**src/design/dops_pkg.sv**
```systemverilog
// constants, encodings and timing figures for the dual output pwm sync block
// What this block does
// - ramp above error ends the drive pulse
// - no pulses unless error clears valley margin
// - main and clamp drives switch in phase
// - turn-on level enables outputs, disables startup
// - fault at turn-on holds outputs off, rearm
// - soft-stop then disable on low supply
// - clamp rises first and falls last
// - overlap scales with setting, minimum 20 ns lead, 12 ns trail
// - leading overlap longer than trailing overlap
// - discharge at peak, charge at valley
// - valley raises clamp, peak drops main
// - max duty is charge minus overlap
// - pin released while charging, pulses accepted
// - no pulse by peak: drive 100 ns
// - external pulse: slave, discharge, 4 V threshold
// - slave without pulse by 4 V: master
// - first pulse emitter is master, others slaves
// - follows sync faster or slower than own
// - reference on at turn-on without undervoltage
// - reference off after soft-stop if undervoltage
// - line faults after enable start soft-stop
// - line ramp limit or duty limit ends pulse
package dops_pkg;

  // ==========================================================
  // clock and timing figures
  localparam int CLK_PERIOD_NS = 4; // core clock period
  localparam int SYNC_PULSE_NS = 100; // own sync pulse width
  localparam int OVL_LEAD_MIN_NS = 20; // leading overlap at minimum setting
  localparam int OVL_TRAIL_MIN_NS = 12; // trailing overlap at minimum setting
  // exact division for the pulse, round up for the least delays
  localparam int SYNC_PULSE_CYC = SYNC_PULSE_NS / CLK_PERIOD_NS;
  localparam int OVL_LEAD_CYC = (OVL_LEAD_MIN_NS + CLK_PERIOD_NS - 1) / CLK_PERIOD_NS;
  localparam int OVL_TRAIL_CYC = (OVL_TRAIL_MIN_NS + CLK_PERIOD_NS - 1) / CLK_PERIOD_NS;
  localparam int OVL_CNT_W = 8; // overlap counter width
  localparam int SYNC_CNT_W = 5; // sync pulse counter width

  // ==========================================================
  // reset values
  localparam logic RST_DRIVE = 1'b0; // drives low in reset
  localparam logic RST_PIN_OE_N = 1'b1; // sync pin released in reset

  // ==========================================================
  // state encodings
  typedef enum logic {
    OSC_CHARGE = 1'b0,
    OSC_DISCHARGE = 1'b1
  } dops_osc_e;

  typedef enum logic [1:0] {
    SEQ_OFF = 2'b00,
    SEQ_WAIT = 2'b01,
    SEQ_RUN = 2'b10,
    SEQ_STOP = 2'b11
  } dops_seq_e;

endpackage

```
**src/design/dops_link_if.sv**
```systemverilog
// interface between the top and its overlap and sync pulse helpers
`timescale 1ns/1ns
interface dops_link_if #(parameter int SET_W = 4);
  logic drive_req; // wanted on-time, before overlap
  logic [SET_W-1:0] setting; // overlap programming value
  logic main_drive; // main drive after overlap
  logic clamp_drive; // clamp drive after overlap
  logic sync_fire; // one-cycle request for own sync pulse
  logic sync_out; // level driven on the sync pin
  logic sync_oe_n; // low while the pin is driven

  modport top (output drive_req, setting, sync_fire,
               input main_drive, clamp_drive, sync_out, sync_oe_n);
  modport overlap (input drive_req, setting, output main_drive, clamp_drive);
  modport sync (input sync_fire, output sync_out, sync_oe_n);
endinterface

```
**src/design/dops_top.sv**
```systemverilog
// pwm timing, overlap, supply sequencing and bidirectional sync top
`timescale 1ns/1ns
module dops_top import dops_pkg::*; #(
  parameter int SET_W = 4 // overlap setting width
) (
  // clock and reset
  input wire logic core_clk,
  input wire logic rst_n,
  // timing ramp comparators
  input wire logic ramp_peak_level, // ramp at 3.0 V
  input wire logic ramp_slave_peak_level, // ramp at 4.0 V
  input wire logic ramp_valley_level, // ramp down to 2.0 V
  // duty comparators
  input wire logic line_ramp_above_error, // line_ramp over error_voltage_in
  input wire logic error_voltage_in_margin, // error 0.5 V over ramp valley
  input wire logic line_ramp_at_limit, // line_ramp at 3.0 V
  input wire logic duty_limit_in, // any other duty limiter
  // supply and line supervision
  input wire logic aux_at_turn_on, // aux at or above turn-on level
  input wire logic aux_at_turn_off, // aux fallen to 7.0 V
  input wire logic line_undervoltage_fault,
  input wire logic line_overvoltage_fault,
  input wire logic soft_stop_done, // soft-stop sequence finished
  // overlap programming
  input wire logic [SET_W-1:0] overlap_setting,
  // shared sync pin
  input wire logic sync_pin_in,
  output logic sync_pin_out,
  output logic sync_pin_oe_n,
  // drives
  output logic main_drive_out,
  output logic clamp_drive_out,
  // oscillator and ramp controls
  output logic ramp_discharge_out, // discharge current on
  output logic slave_mode_out, // upper threshold at 4.0 V
  output logic line_ramp_reset_out, // ground line ramp capacitor
  // sequencing
  output logic startup_en_out, // startup circuit on
  output logic outputs_en_out, // drive outputs enabled
  output logic soft_start_out, // one-cycle soft-start trigger
  output logic soft_stop_out, // soft-stop in progress
  output logic reference_en_out // reference output on
);

  dops_link_if #(.SET_W(SET_W)) lnk ();

  // ==========================================================
  // state
  dops_osc_e osc_r; // oscillator phase
  dops_osc_e osc_nxt;
  dops_seq_e seq_r; // supply sequencer
  dops_seq_e seq_nxt;
  logic slave_r; // slave mode flag
  logic slave_nxt;
  logic sync_in_d_r; // pin level one cycle back
  logic aux_on_d_r; // turn-on comparator one cycle back
  logic req_r; // on-time request
  logic req_nxt;
  logic ref_r; // reference enable
  logic ref_nxt;
  logic fire_r; // own sync pulse request
  logic soft_start_r;
  logic line_reset_r;

  // ==========================================================
  // decoding
  // pulses seen only while charging and not driving our own
  wire ext_pulse = sync_pin_in && !sync_in_d_r && lnk.sync_oe_n;
  wire charging = osc_r == OSC_CHARGE;
  wire peak_hit = slave_r ? ramp_slave_peak_level : ramp_peak_level;
  wire ext_take = charging && ext_pulse;
  wire peak_take = charging && !ext_pulse && peak_hit;
  wire valley_hit = !charging && ramp_valley_level;
  wire fault_now = line_undervoltage_fault || line_overvoltage_fault;
  wire aux_rise = aux_at_turn_on && !aux_on_d_r;
  wire run_en = seq_r == SEQ_RUN;
  wire duty_end = line_ramp_above_error || line_ramp_at_limit || duty_limit_in;

  // ==========================================================
  // oscillator and sync master/slave selection
  always_comb begin
    osc_nxt = osc_r;
    slave_nxt = slave_r;
    if (ext_take) begin
      // someone else fired first: follow it
      osc_nxt = OSC_DISCHARGE;
      slave_nxt = 1'b1;
    end else if (peak_take) begin
      // own peak with no pulse: become or stay master
      osc_nxt = OSC_DISCHARGE;
      slave_nxt = 1'b0;
    end else if (valley_hit) begin
      osc_nxt = OSC_CHARGE;
    end
  end

  // ==========================================================
  // on-time request: begins at valley, ends on any limiter
  always_comb begin
    req_nxt = req_r;
    if (!run_en || osc_nxt == OSC_DISCHARGE) begin
      // peak ends the pulse; overlap makes max duty charge minus delay
      req_nxt = 1'b0;
    end else if (req_r && duty_end) begin
      req_nxt = 1'b0;
    end else if (valley_hit) begin
      // zero duty when the error sits under the margin
      req_nxt = error_voltage_in_margin && !duty_end;
    end
  end

  // ==========================================================
  // supply sequencer
  always_comb begin
    seq_nxt = seq_r;
    case (seq_r)
      SEQ_OFF: begin
        if (aux_rise && !fault_now) begin
          seq_nxt = SEQ_RUN;
        end else if (aux_rise) begin
          seq_nxt = SEQ_WAIT;
        end
      end
      SEQ_WAIT: begin
        // fault must be gone and turn-on reached afresh
        if (aux_rise && !fault_now) begin
          seq_nxt = SEQ_RUN;
        end
      end
      SEQ_RUN: begin
        if (fault_now || aux_at_turn_off || !aux_at_turn_on) begin
          seq_nxt = SEQ_STOP;
        end
      end
      default: begin
        if (soft_stop_done) begin
          seq_nxt = SEQ_OFF;
        end
      end
    endcase
  end

  // reference: on with turn-on and no undervoltage, off after a stop under undervoltage
  always_comb begin
    ref_nxt = ref_r;
    if (aux_at_turn_on && !line_undervoltage_fault && seq_r != SEQ_STOP) begin
      ref_nxt = 1'b1;
    end else if (seq_r == SEQ_STOP && soft_stop_done && line_undervoltage_fault) begin
      ref_nxt = 1'b0;
    end
  end

  // ==========================================================
  // state flops
  always_ff @(posedge core_clk) begin
    if (!rst_n) begin
      osc_r <= OSC_CHARGE;
      slave_r <= 1'b0;
      seq_r <= SEQ_OFF;
      req_r <= 1'b0;
      ref_r <= 1'b0;
      sync_in_d_r <= 1'b0;
      aux_on_d_r <= 1'b0;
    end else begin
      osc_r <= osc_nxt;
      slave_r <= slave_nxt;
      seq_r <= seq_nxt;
      req_r <= req_nxt;
      ref_r <= ref_nxt;
      sync_in_d_r <= sync_pin_in;
      aux_on_d_r <= aux_at_turn_on;
    end
  end

  // event flops: sync fire, soft-start trigger, line ramp reset
  always_ff @(posedge core_clk) begin
    if (!rst_n) begin
      fire_r <= 1'b0;
      soft_start_r <= 1'b0;
      line_reset_r <= 1'b1;
    end else begin
      fire_r <= peak_take;
      soft_start_r <= seq_r != SEQ_RUN && seq_nxt == SEQ_RUN;
      line_reset_r <= !req_nxt;
    end
  end

  // registered output copies
  always_ff @(posedge core_clk) begin
    if (!rst_n) begin
      ramp_discharge_out <= 1'b0;
      slave_mode_out <= 1'b0;
      startup_en_out <= 1'b1;
      outputs_en_out <= 1'b0;
      soft_stop_out <= 1'b0;
    end else begin
      ramp_discharge_out <= osc_nxt == OSC_DISCHARGE;
      slave_mode_out <= slave_nxt;
      startup_en_out <= !aux_at_turn_on && seq_nxt != SEQ_RUN;
      outputs_en_out <= seq_nxt == SEQ_RUN || seq_nxt == SEQ_STOP;
      soft_stop_out <= seq_nxt == SEQ_STOP;
    end
  end

  assign soft_start_out = soft_start_r;
  assign reference_en_out = ref_r;
  assign line_ramp_reset_out = line_reset_r;
  assign lnk.drive_req = req_r;
  assign lnk.setting = overlap_setting;
  assign lnk.sync_fire = fire_r;
  assign main_drive_out = lnk.main_drive;
  assign clamp_drive_out = lnk.clamp_drive;
  assign sync_pin_out = lnk.sync_out;
  assign sync_pin_oe_n = lnk.sync_oe_n;

  // ==========================================================
  // helpers
  dops_overlap #(.SET_W(SET_W)) u_overlap (
    .core_clk(core_clk),
    .rst_n(rst_n),
    .lnk(lnk.overlap)
  );

  dops_sync_pulse u_sync (
    .core_clk(core_clk),
    .rst_n(rst_n),
    .lnk(lnk.sync)
  );
endmodule

```
**src/design/dops_overlap.sv**
```systemverilog
// overlap delay generator for the main and clamp drives
`timescale 1ns/1ns
module dops_overlap import dops_pkg::*; #(
  parameter int SET_W = 4
) (
  // clock and reset
  input wire logic core_clk,
  input wire logic rst_n,
  // link to the top
  dops_link_if.overlap lnk
);

  // ==========================================================
  // elaboration check: longest lead must fit the counter
  if ((2 ** SET_W) * OVL_LEAD_CYC > 2 ** OVL_CNT_W - 1) begin : g_chk
    $error("overlap setting width too large for counter");
  end

  logic req_d_r; // request one cycle back
  logic main_r; // main drive flop
  logic clamp_r; // clamp drive flop
  logic [OVL_CNT_W-1:0] cnt_r; // overlap countdown
  logic [OVL_CNT_W-1:0] cnt_nxt;
  logic main_nxt;
  logic clamp_nxt;

  // delays scale with setting+1; lead base exceeds trail base
  wire [OVL_CNT_W-1:0] set_ext = OVL_CNT_W'(lnk.setting) + 8'h01;
  wire [OVL_CNT_W-1:0] lead_cyc = OVL_CNT_W'(set_ext * OVL_CNT_W'(OVL_LEAD_CYC));
  wire [OVL_CNT_W-1:0] trail_cyc = OVL_CNT_W'(set_ext * OVL_CNT_W'(OVL_TRAIL_CYC));
  wire req_edge = lnk.drive_req != req_d_r;
  wire done = (cnt_r == 8'h00) && !req_edge;

  // ==========================================================
  // next values: clamp leads on rise, main leads on fall
  always_comb begin
    clamp_nxt = lnk.drive_req | (clamp_r & !done);
    main_nxt = lnk.drive_req & (main_r | done);
    if (req_edge) begin
      // reload on every edge of the request
      cnt_nxt = lnk.drive_req ? lead_cyc - 8'h01 : trail_cyc - 8'h01;
    end else if (cnt_r != 8'h00) begin
      cnt_nxt = cnt_r - 8'h01;
    end else begin
      cnt_nxt = cnt_r;
    end
  end

  // drive flops
  always_ff @(posedge core_clk) begin
    if (!rst_n) begin
      req_d_r <= 1'b0;
      main_r <= RST_DRIVE;
      clamp_r <= RST_DRIVE;
      cnt_r <= 8'h00;
    end else begin
      req_d_r <= lnk.drive_req;
      main_r <= main_nxt;
      clamp_r <= clamp_nxt;
      cnt_r <= cnt_nxt;
    end
  end

  assign lnk.main_drive = main_r;
  assign lnk.clamp_drive = clamp_r;
endmodule

```
**src/design/dops_sync_pulse.sv**
```systemverilog
// fixed-width pulse driver for the shared sync pin
`timescale 1ns/1ns
module dops_sync_pulse import dops_pkg::*; (
  // clock and reset
  input wire logic core_clk,
  input wire logic rst_n,
  // link to the top
  dops_link_if.sync lnk
);

  logic [SYNC_CNT_W-1:0] cnt_r; // cycles left in own pulse
  logic oe_n_r; // pin enable, low while driving
  logic out_r; // pin level

  // pulse counter; a fire while busy is ignored
  always_ff @(posedge core_clk) begin
    if (!rst_n) begin
      cnt_r <= 5'h00;
      oe_n_r <= RST_PIN_OE_N;
      out_r <= 1'b0;
    end else if (lnk.sync_fire && oe_n_r) begin
      cnt_r <= SYNC_CNT_W'(SYNC_PULSE_CYC - 1);
      oe_n_r <= 1'b0;
      out_r <= 1'b1;
    end else if (!oe_n_r && cnt_r == 5'h00) begin
      // timer expired: release the pin
      oe_n_r <= 1'b1;
      out_r <= 1'b0;
    end else if (!oe_n_r) begin
      cnt_r <= cnt_r - 5'h01;
    end
  end

  assign lnk.sync_out = out_r;
  assign lnk.sync_oe_n = oe_n_r;
endmodule

```
**config.mk**
```make
export PLATFORM = sky130hd
export DESIGN_NAME = dops_top
export DESIGN_NICKNAME = d
export VERILOG_FILES = /design/src/design/dops_pkg.sv /design/src/design/dops_link_if.sv /design/src/design/dops_top.sv /design/src/design/dops_overlap.sv /design/src/design/dops_sync_pulse.sv
export SDC_FILE = /design/constraint.sdc
export NUM_CORES = 1
export LEC_CHECK = 0
export BUFFER_PORTS_ARGS = -buffer_cell sky130_fd_sc_hd__buf_2
export CAP_MARGIN = 5
export CELL_PAD_IN_SITES_DETAIL_PLACEMENT = 1
export CELL_PAD_IN_SITES_GLOBAL_PLACEMENT = 2
export CORE_ASPECT_RATIO = 1.4
export CORE_MARGIN = 5
export CORE_UTILIZATION = 34
export CTS_CLUSTER_SIZE = 40
export DETAILED_ROUTE_END_ITERATION = 10
export PLACE_DENSITY_LB_ADDON = 0.1
export RECOVER_POWER = 50
export SYNTH_ARGS = -nofsm -noshare
export SYNTH_HDL_FRONTEND = slang
export SYNTH_SLANG_ARGS = --single-unit
```
**constraint.sdc**
```tcl
create_clock -name core_clk -period 3.1 [get_ports core_clk]
set_input_delay 0.155 -clock core_clk [delete_from_list [all_inputs] [get_ports core_clk]]
set_output_delay 0.155 -clock core_clk [all_outputs]
set_load 0.01 [all_outputs]
```
Yosys cells after proc, flatten, opt, wreduce, memory -nomap -nowiden
Index checks and enable logic that the tools add are counted.
{ "op_classes": {"n_lt_le_gt_ge": 0, "shifts": 0, "bitwise": 8, "add_sub_neg": 5, "n_eq_ne": 11, "n_reduce_logical": 49, "mul": 2, "mux": 27, "div": 0} }
{ "ops": {"columns": ["op", "n"], "rows": [
  ["8-bit two-way mux", 3],
  ["8-bit by 1-bit subtractor with 8-bit output, second input constant", 3],
  ["1-bit logical AND", 19],
  ["1-bit two-way mux", 15],
  ["5-bit two-way mux", 3],
  ["1-bit logical NOT", 12],
  ["2-bit two-way mux", 5],
  ["2-bit == test, second input constant", 4],
  ["8-bit logical NOT", 1],
  ["8-bit by 2-bit multiplier with 8-bit output, second input constant", 1],
  ["8-bit by 3-bit multiplier with 8-bit output, second input constant", 1],
  ["2-bit != test, second input constant", 4],
  ["2-bit nonzero test", 4],
  ["8-bit nonzero test", 1],
  ["1-bit logical OR", 7],
  ["2-bit one-hot mux with 3 select lines", 1],
  ["4-bit by 1-bit adder with 5-bit output, second input constant", 1],
  ["5-bit logical NOT", 1],
  ["5-bit by 1-bit subtractor with 5-bit output, second input constant", 1],
  ["1-bit NOT", 4],
  ["2-bit AND reduction", 2],
  ["1-bit bitwise AND", 2],
  ["2-bit by 1-bit == test with 1-bit output, second input constant", 1],
  ["2-bit logical NOT", 1],
  ["other kinds (4)", 5]
]} }
{ "totals": {"input_bits": 19, "word_cells": 123, "register_bits": 32, "mem_count": 0, "rom_bits": 0, "mem_bits_rw": 0, "latch_bits": 0} }

Longest topological paths before layout
{ "logic_depth": {"ltp_word": 11, "mapped_depth": 13, "mapped_depth_nobuf": 13} }

By module
A second synthesis with hierarchy kept.
{ "unflattened": {"hier_cells": 242, "hier_area_um2": 2123.3} }
{ "modules_own_cells": {"columns": ["mod", "cells_each", "seq_area_each_um2", "instances", "area_per_inst_um2"], "rows": [
  ["dops_overlap", 150, 220.2, 1, 1244.9],
  ["dops_top", 55, 280.3, 1, 543.0],
  ["dops_sync_pulse", 37, 140.1, 1, 335.3]
]} }

Worst setup path after synthesis
Ideal clock, no wire load.
{ "synth_path": {"path_type": "input -> register", "startpoint": "input overlap_setting[0]", "endpoint": "register u_overlap.cnt_r[7]", "stages": 13, "slack_ps": 381, "setup_time_ps": 125, "t_arrival_ps": 2594, "cell_sequence": "ha_1 xor2_1 inv_1 ha_1 inv_1 ha_1 ha_1 or2_2 o311ai_0 a21oi_1 xor2_1 nand3_1 nand4_1"} }
{ "synth_between": {"elab_chain_cells": 5, "elab_cells_between_ends": 7} }
{ "synth_rtl": {"columns": ["item", "line_no", "text"], "rows": [
  ["start, declared", "dops_top.sv:25", "input wire logic [SET_W-1:0] overlap_setting,"],
  ["4-bit by 1-bit adder with 5-bit output *", "dops_overlap.sv:28", "wire [OVL_CNT_W-1:0] set_ext = OVL_CNT_W'(lnk.setting) + 8'h01;"],
  ["8-bit by 2-bit multiplier with 8-bit output / 8-bit by 3-bit multiplier with 8-bit output (equally long branches)", "dops_overlap.sv:30, dops_overlap.sv:29", null],
  ["8-bit by 1-bit subtractor with 8-bit output", "dops_overlap.sv:41", "cnt_nxt = lnk.drive_req ? lead_cyc - 8'h01 : trail_cyc - 8'h01;"],
  ["8-bit two-way mux *", "dops_overlap.sv:41", null],
  ["8-bit two-way mux *", "dops_overlap.sv:39", "if (req_edge) begin"],
  ["end signal, assigned", "dops_overlap.sv:60", "cnt_r <= cnt_nxt;"],
  ["end, declared", "dops_overlap.sv:22", "logic [OVL_CNT_W-1:0] cnt_r;"]
]} }
Mark *: on every way between the ends. The rest lies on a longest branch, timed or not.
A chain may end at the register's enable or synchronous reset.

Worst setup path in the final report
Ends and elaborated chain as after synthesis.

==> results.json <==
{
  "p_sw_uw": 571,
  "vias_per_cell": 5.11,
  "grt_max_degree": 17,
  "finClkSkew_ns": 0.00219,
  "cts_made_buffers": 5,
  "cts_tree": "yes",
  "postRouteAntennaNets": 0,
  "drc": 0,
  "slowest_delay_ns": 0.32,
  "pwr-share-seq_pct": 33.4,
  "detailed_place_hpwl_um": 4380,
  "intPower_mw": 1.00,
  "diodes": 0,
  "status": "complete, no violations",
  "finalHoldViolCount": 0,
  "drive_gt1_share_pct": 13.4,
  "reg.largest.list": "u_overlap.cnt_r (8), u_sync.cnt_r (5), seq_r (2)",
  "dr.pass1.iters": 4,
  "endpoint_kind": "flip-flop",
  "preCtsSetupSlack_ns": 0.226,
  "ys_warn_count": 0,
  "die_y_um": 103,
  "ios": 31,
  "synth_edf_count": 0,
  "synth_seq_cells": 32,
  "start_util_pct": 34.2,
  "fin_cells": 362,
  "ctsHtreeMaxLevel": 2,
  "grt-ovfl-total": 0,
  "finalMaxSlewViolations": 0,
  "post-route-period-util_pct": 81.5,
  "syn_inst": 256,
  "wl_per_cell_um": 14.6,
  "drtIter0Drc": 22,
  "rrSetupSlack_ns": 1.06,
  "finish.instance_area_um2": 2420,
  "synth_nets": 296,
  "synth_top_cells_by_area": "dfxtp_1 31%, ha_1 11%, nor2_1 5.4%",
  "layout_setup_ws_ns": 0.572,
  "cts_root_buffer": "clkbuf_8",
  "largest_register": "u_overlap.cnt_r",
  "finalSetupViolations": 0,
  "routed_wl_um": 5300,
  "arrival_ns": 2.69,
  "slew-limit-headroom_pct": 64.6,
  "synth_top_area_share_pct": 30.5,
  "largest_reg_flops": 8,
  "cp_num_buf_inv": 4,
  "worst_pin_slew_ns": 0.530,
  "cp_top_family": "adder cells",
  "cts_buffer_depth": 2,
  "syn_area_um2": 2100,
  "p_sw_share_pct": 36.3,
  "synth_ff_type": "dfxtp_1",
  "leakagePower_nw": 1.08,
  "max_freq_mhz": 396,
  "dp.cells": 355,
  "min_period_ns": 2.53,
  "slowest_stage": "ha_1",
  "start_kind": "primary input",
  "dr_total_vias": 1850,
  "cap_violations": 0,
  "hp-class": "primary input to flip-flop",
  "gp_congestion": 0.820,
  "syn_to_final_growth_pct": 15.6,
  "ctsHoldBuffers": 0,
  "ys_async_sr_fraction_pct": 0,
  "antenna_found_initial": 0,
  "rsz0062_at_grt": "no",
  "dieArea_um2": 7860,
  "insertion_delay_ns": 0.27,
  "io_buffers": 30,
  "power_density_nw_per_um2": 650,
  "holdWs_ns": 0.112,
  "setup_tns_ns": 0,
  "dieWidth_um": 76.4,
  "path_max_fanout": 7,
  "core_um2": 6130,
  "irDropWorstVdd_mv": 0.301,
  "grt_first_pass_wirelength_um": 8980,
  "rows": 34,
  "post_cts_buffers": 0,
  "ys_seq_area_share_pct": 30.5,
  "post_cts_resized": 0,
  "synth_area_per_cell_um2": 8.19,
  "grt_util_all_layers_pct": 14.3,
  "crit_chain": "buf_2, inv_1, ha_1, inv_1, ha_1, inv_1, ha_1, ha_1, or2_2, o311ai_0, a21oi_1, xor2_1, nand3_1, nand4_1",
  "grt_pass1_vias": 1972,
  "worstPathRequired_ns": 3.26,
  "cts_sinks": 32,
  "path_common_cell": "ha_1",
  "crit_type": "primary input to flip-flop",
  "combPwrFrac_pct": 45.2,
  "clkPwrFrac_pct": 21.4,
  "ys_types": 55,
  "final_nets": 330,
  "dpl-instance-area_um2": 2340,
  "cts.clk_slew.worst_paths_ns": 0.06,
  "synth.largest_area_cell": "dfxtp_1"
}
## placed cells by master (no fill, tap or decap), types with 2 or more instances in the layout
cell,synthesis,final
nand2_1,19,19
nor2b_1,2,2
nand3_1,7,7
buf_2,2,18
o21ai_0,8,8
o22a_1,3,3
a21oi_1,17,17
nor3_1,8,8
xor2_1,8,8
ha_1,19,19
nand2b_1,4,4
clkbuf_8,0,7
o2111a_1,2,2
and2_0,1,2
a211oi_1,2,2
nor2_1,30,30
mux2i_1,6,6
dfxtp_1,32,32
or3_1,2,2
a21o_1,3,3
fa_1,2,2
xnor2_1,11,11
inv_1,26,26
a31oi_1,3,3
buf_4,0,5
clkbuf_1,5,12
nand4_1,3,3
## layout make-up
cell class	instances	area, µm²
well taps	72	90.1
clock buffers	7	96.3
multi-input cells	190	1330
inverters	26	97.6
fillers	777	3700
repair buffers	35	173
flip-flops and latches	32	641
## metal layers
metal	wire [µm]	track usage [%]
met5	0	0
met4	82	5.11
met3	140	2.62
met2	2900	28.9
met1	2180	14.4
## power by group through the flow
stage | registers, mW | logic, mW | clock network [mW]
5_1_grt | 0.535 | 0.813 | 0.373
4_1_cts | 0.528 | 0.739 | 0.358
3_5_place_dp | 0.537 | 0.733 | 0
3_3_place_gp | 0.536 | 0.724 | 0
2_1_floorplan | 0.521 | 0.562 | 0
6_report | 0.526 | 0.712 | 0.338
## stage by stage
stage / util (%) / power [mW]
floorplan: - / 1.08
global placement: 38.2 / 1.26
detailed placement: 38.2 / 1.27
CTS: 39.8 / 1.62
global route: 39.6 / 1.72
finish: 39.6 / 1.58
## path summary, 6_finish.rpt
kind / start / to / cells past startpoint
setup reg to reg: u_overlap.cnt_r[0] / u_overlap.cnt_r[7] / 8
hold / removal: sync_pin_in / sync_in_d_r / 2
hold reg to reg: u_overlap.lnk.main_drive / u_overlap.lnk.main_drive / 2
setup / recovery: overlap_setting[0] / u_overlap.cnt_r[7] / 14
## Yosys cell counts (3+ instances only)
master / instances
clkbuf_1: 5
o22a_1: 3
mux2i_1: 6
a21oi_1: 17
nand4_1: 3
nand2_1: 19
nand2b_1: 4
nand3_1: 7
nor3_1: 8
xor2_1: 8
o21ai_0: 8
nor2_1: 30
xnor2_1: 11
ha_1: 19
a21o_1: 3
dfxtp_1: 32
a31oi_1: 3
inv_1: 26
## kinds of logic (layout without fill, tap and decap cells)
kind of cell               count (synthesis)  count (layout)  synth area share [%]
and+or+nand+nor                           92              92                  22.5
AOI/OAI and AO/OA                         51              51                  16.2
buffers and inverters                     34              68                  6.21
DFF                                       32              32                  30.5
adders and majority gates                 21              21                  13.2
xor gates and xnor gates                  19              19                  7.94
muxes                                      7               7                  3.40
(Power assumes the default switching activity.)
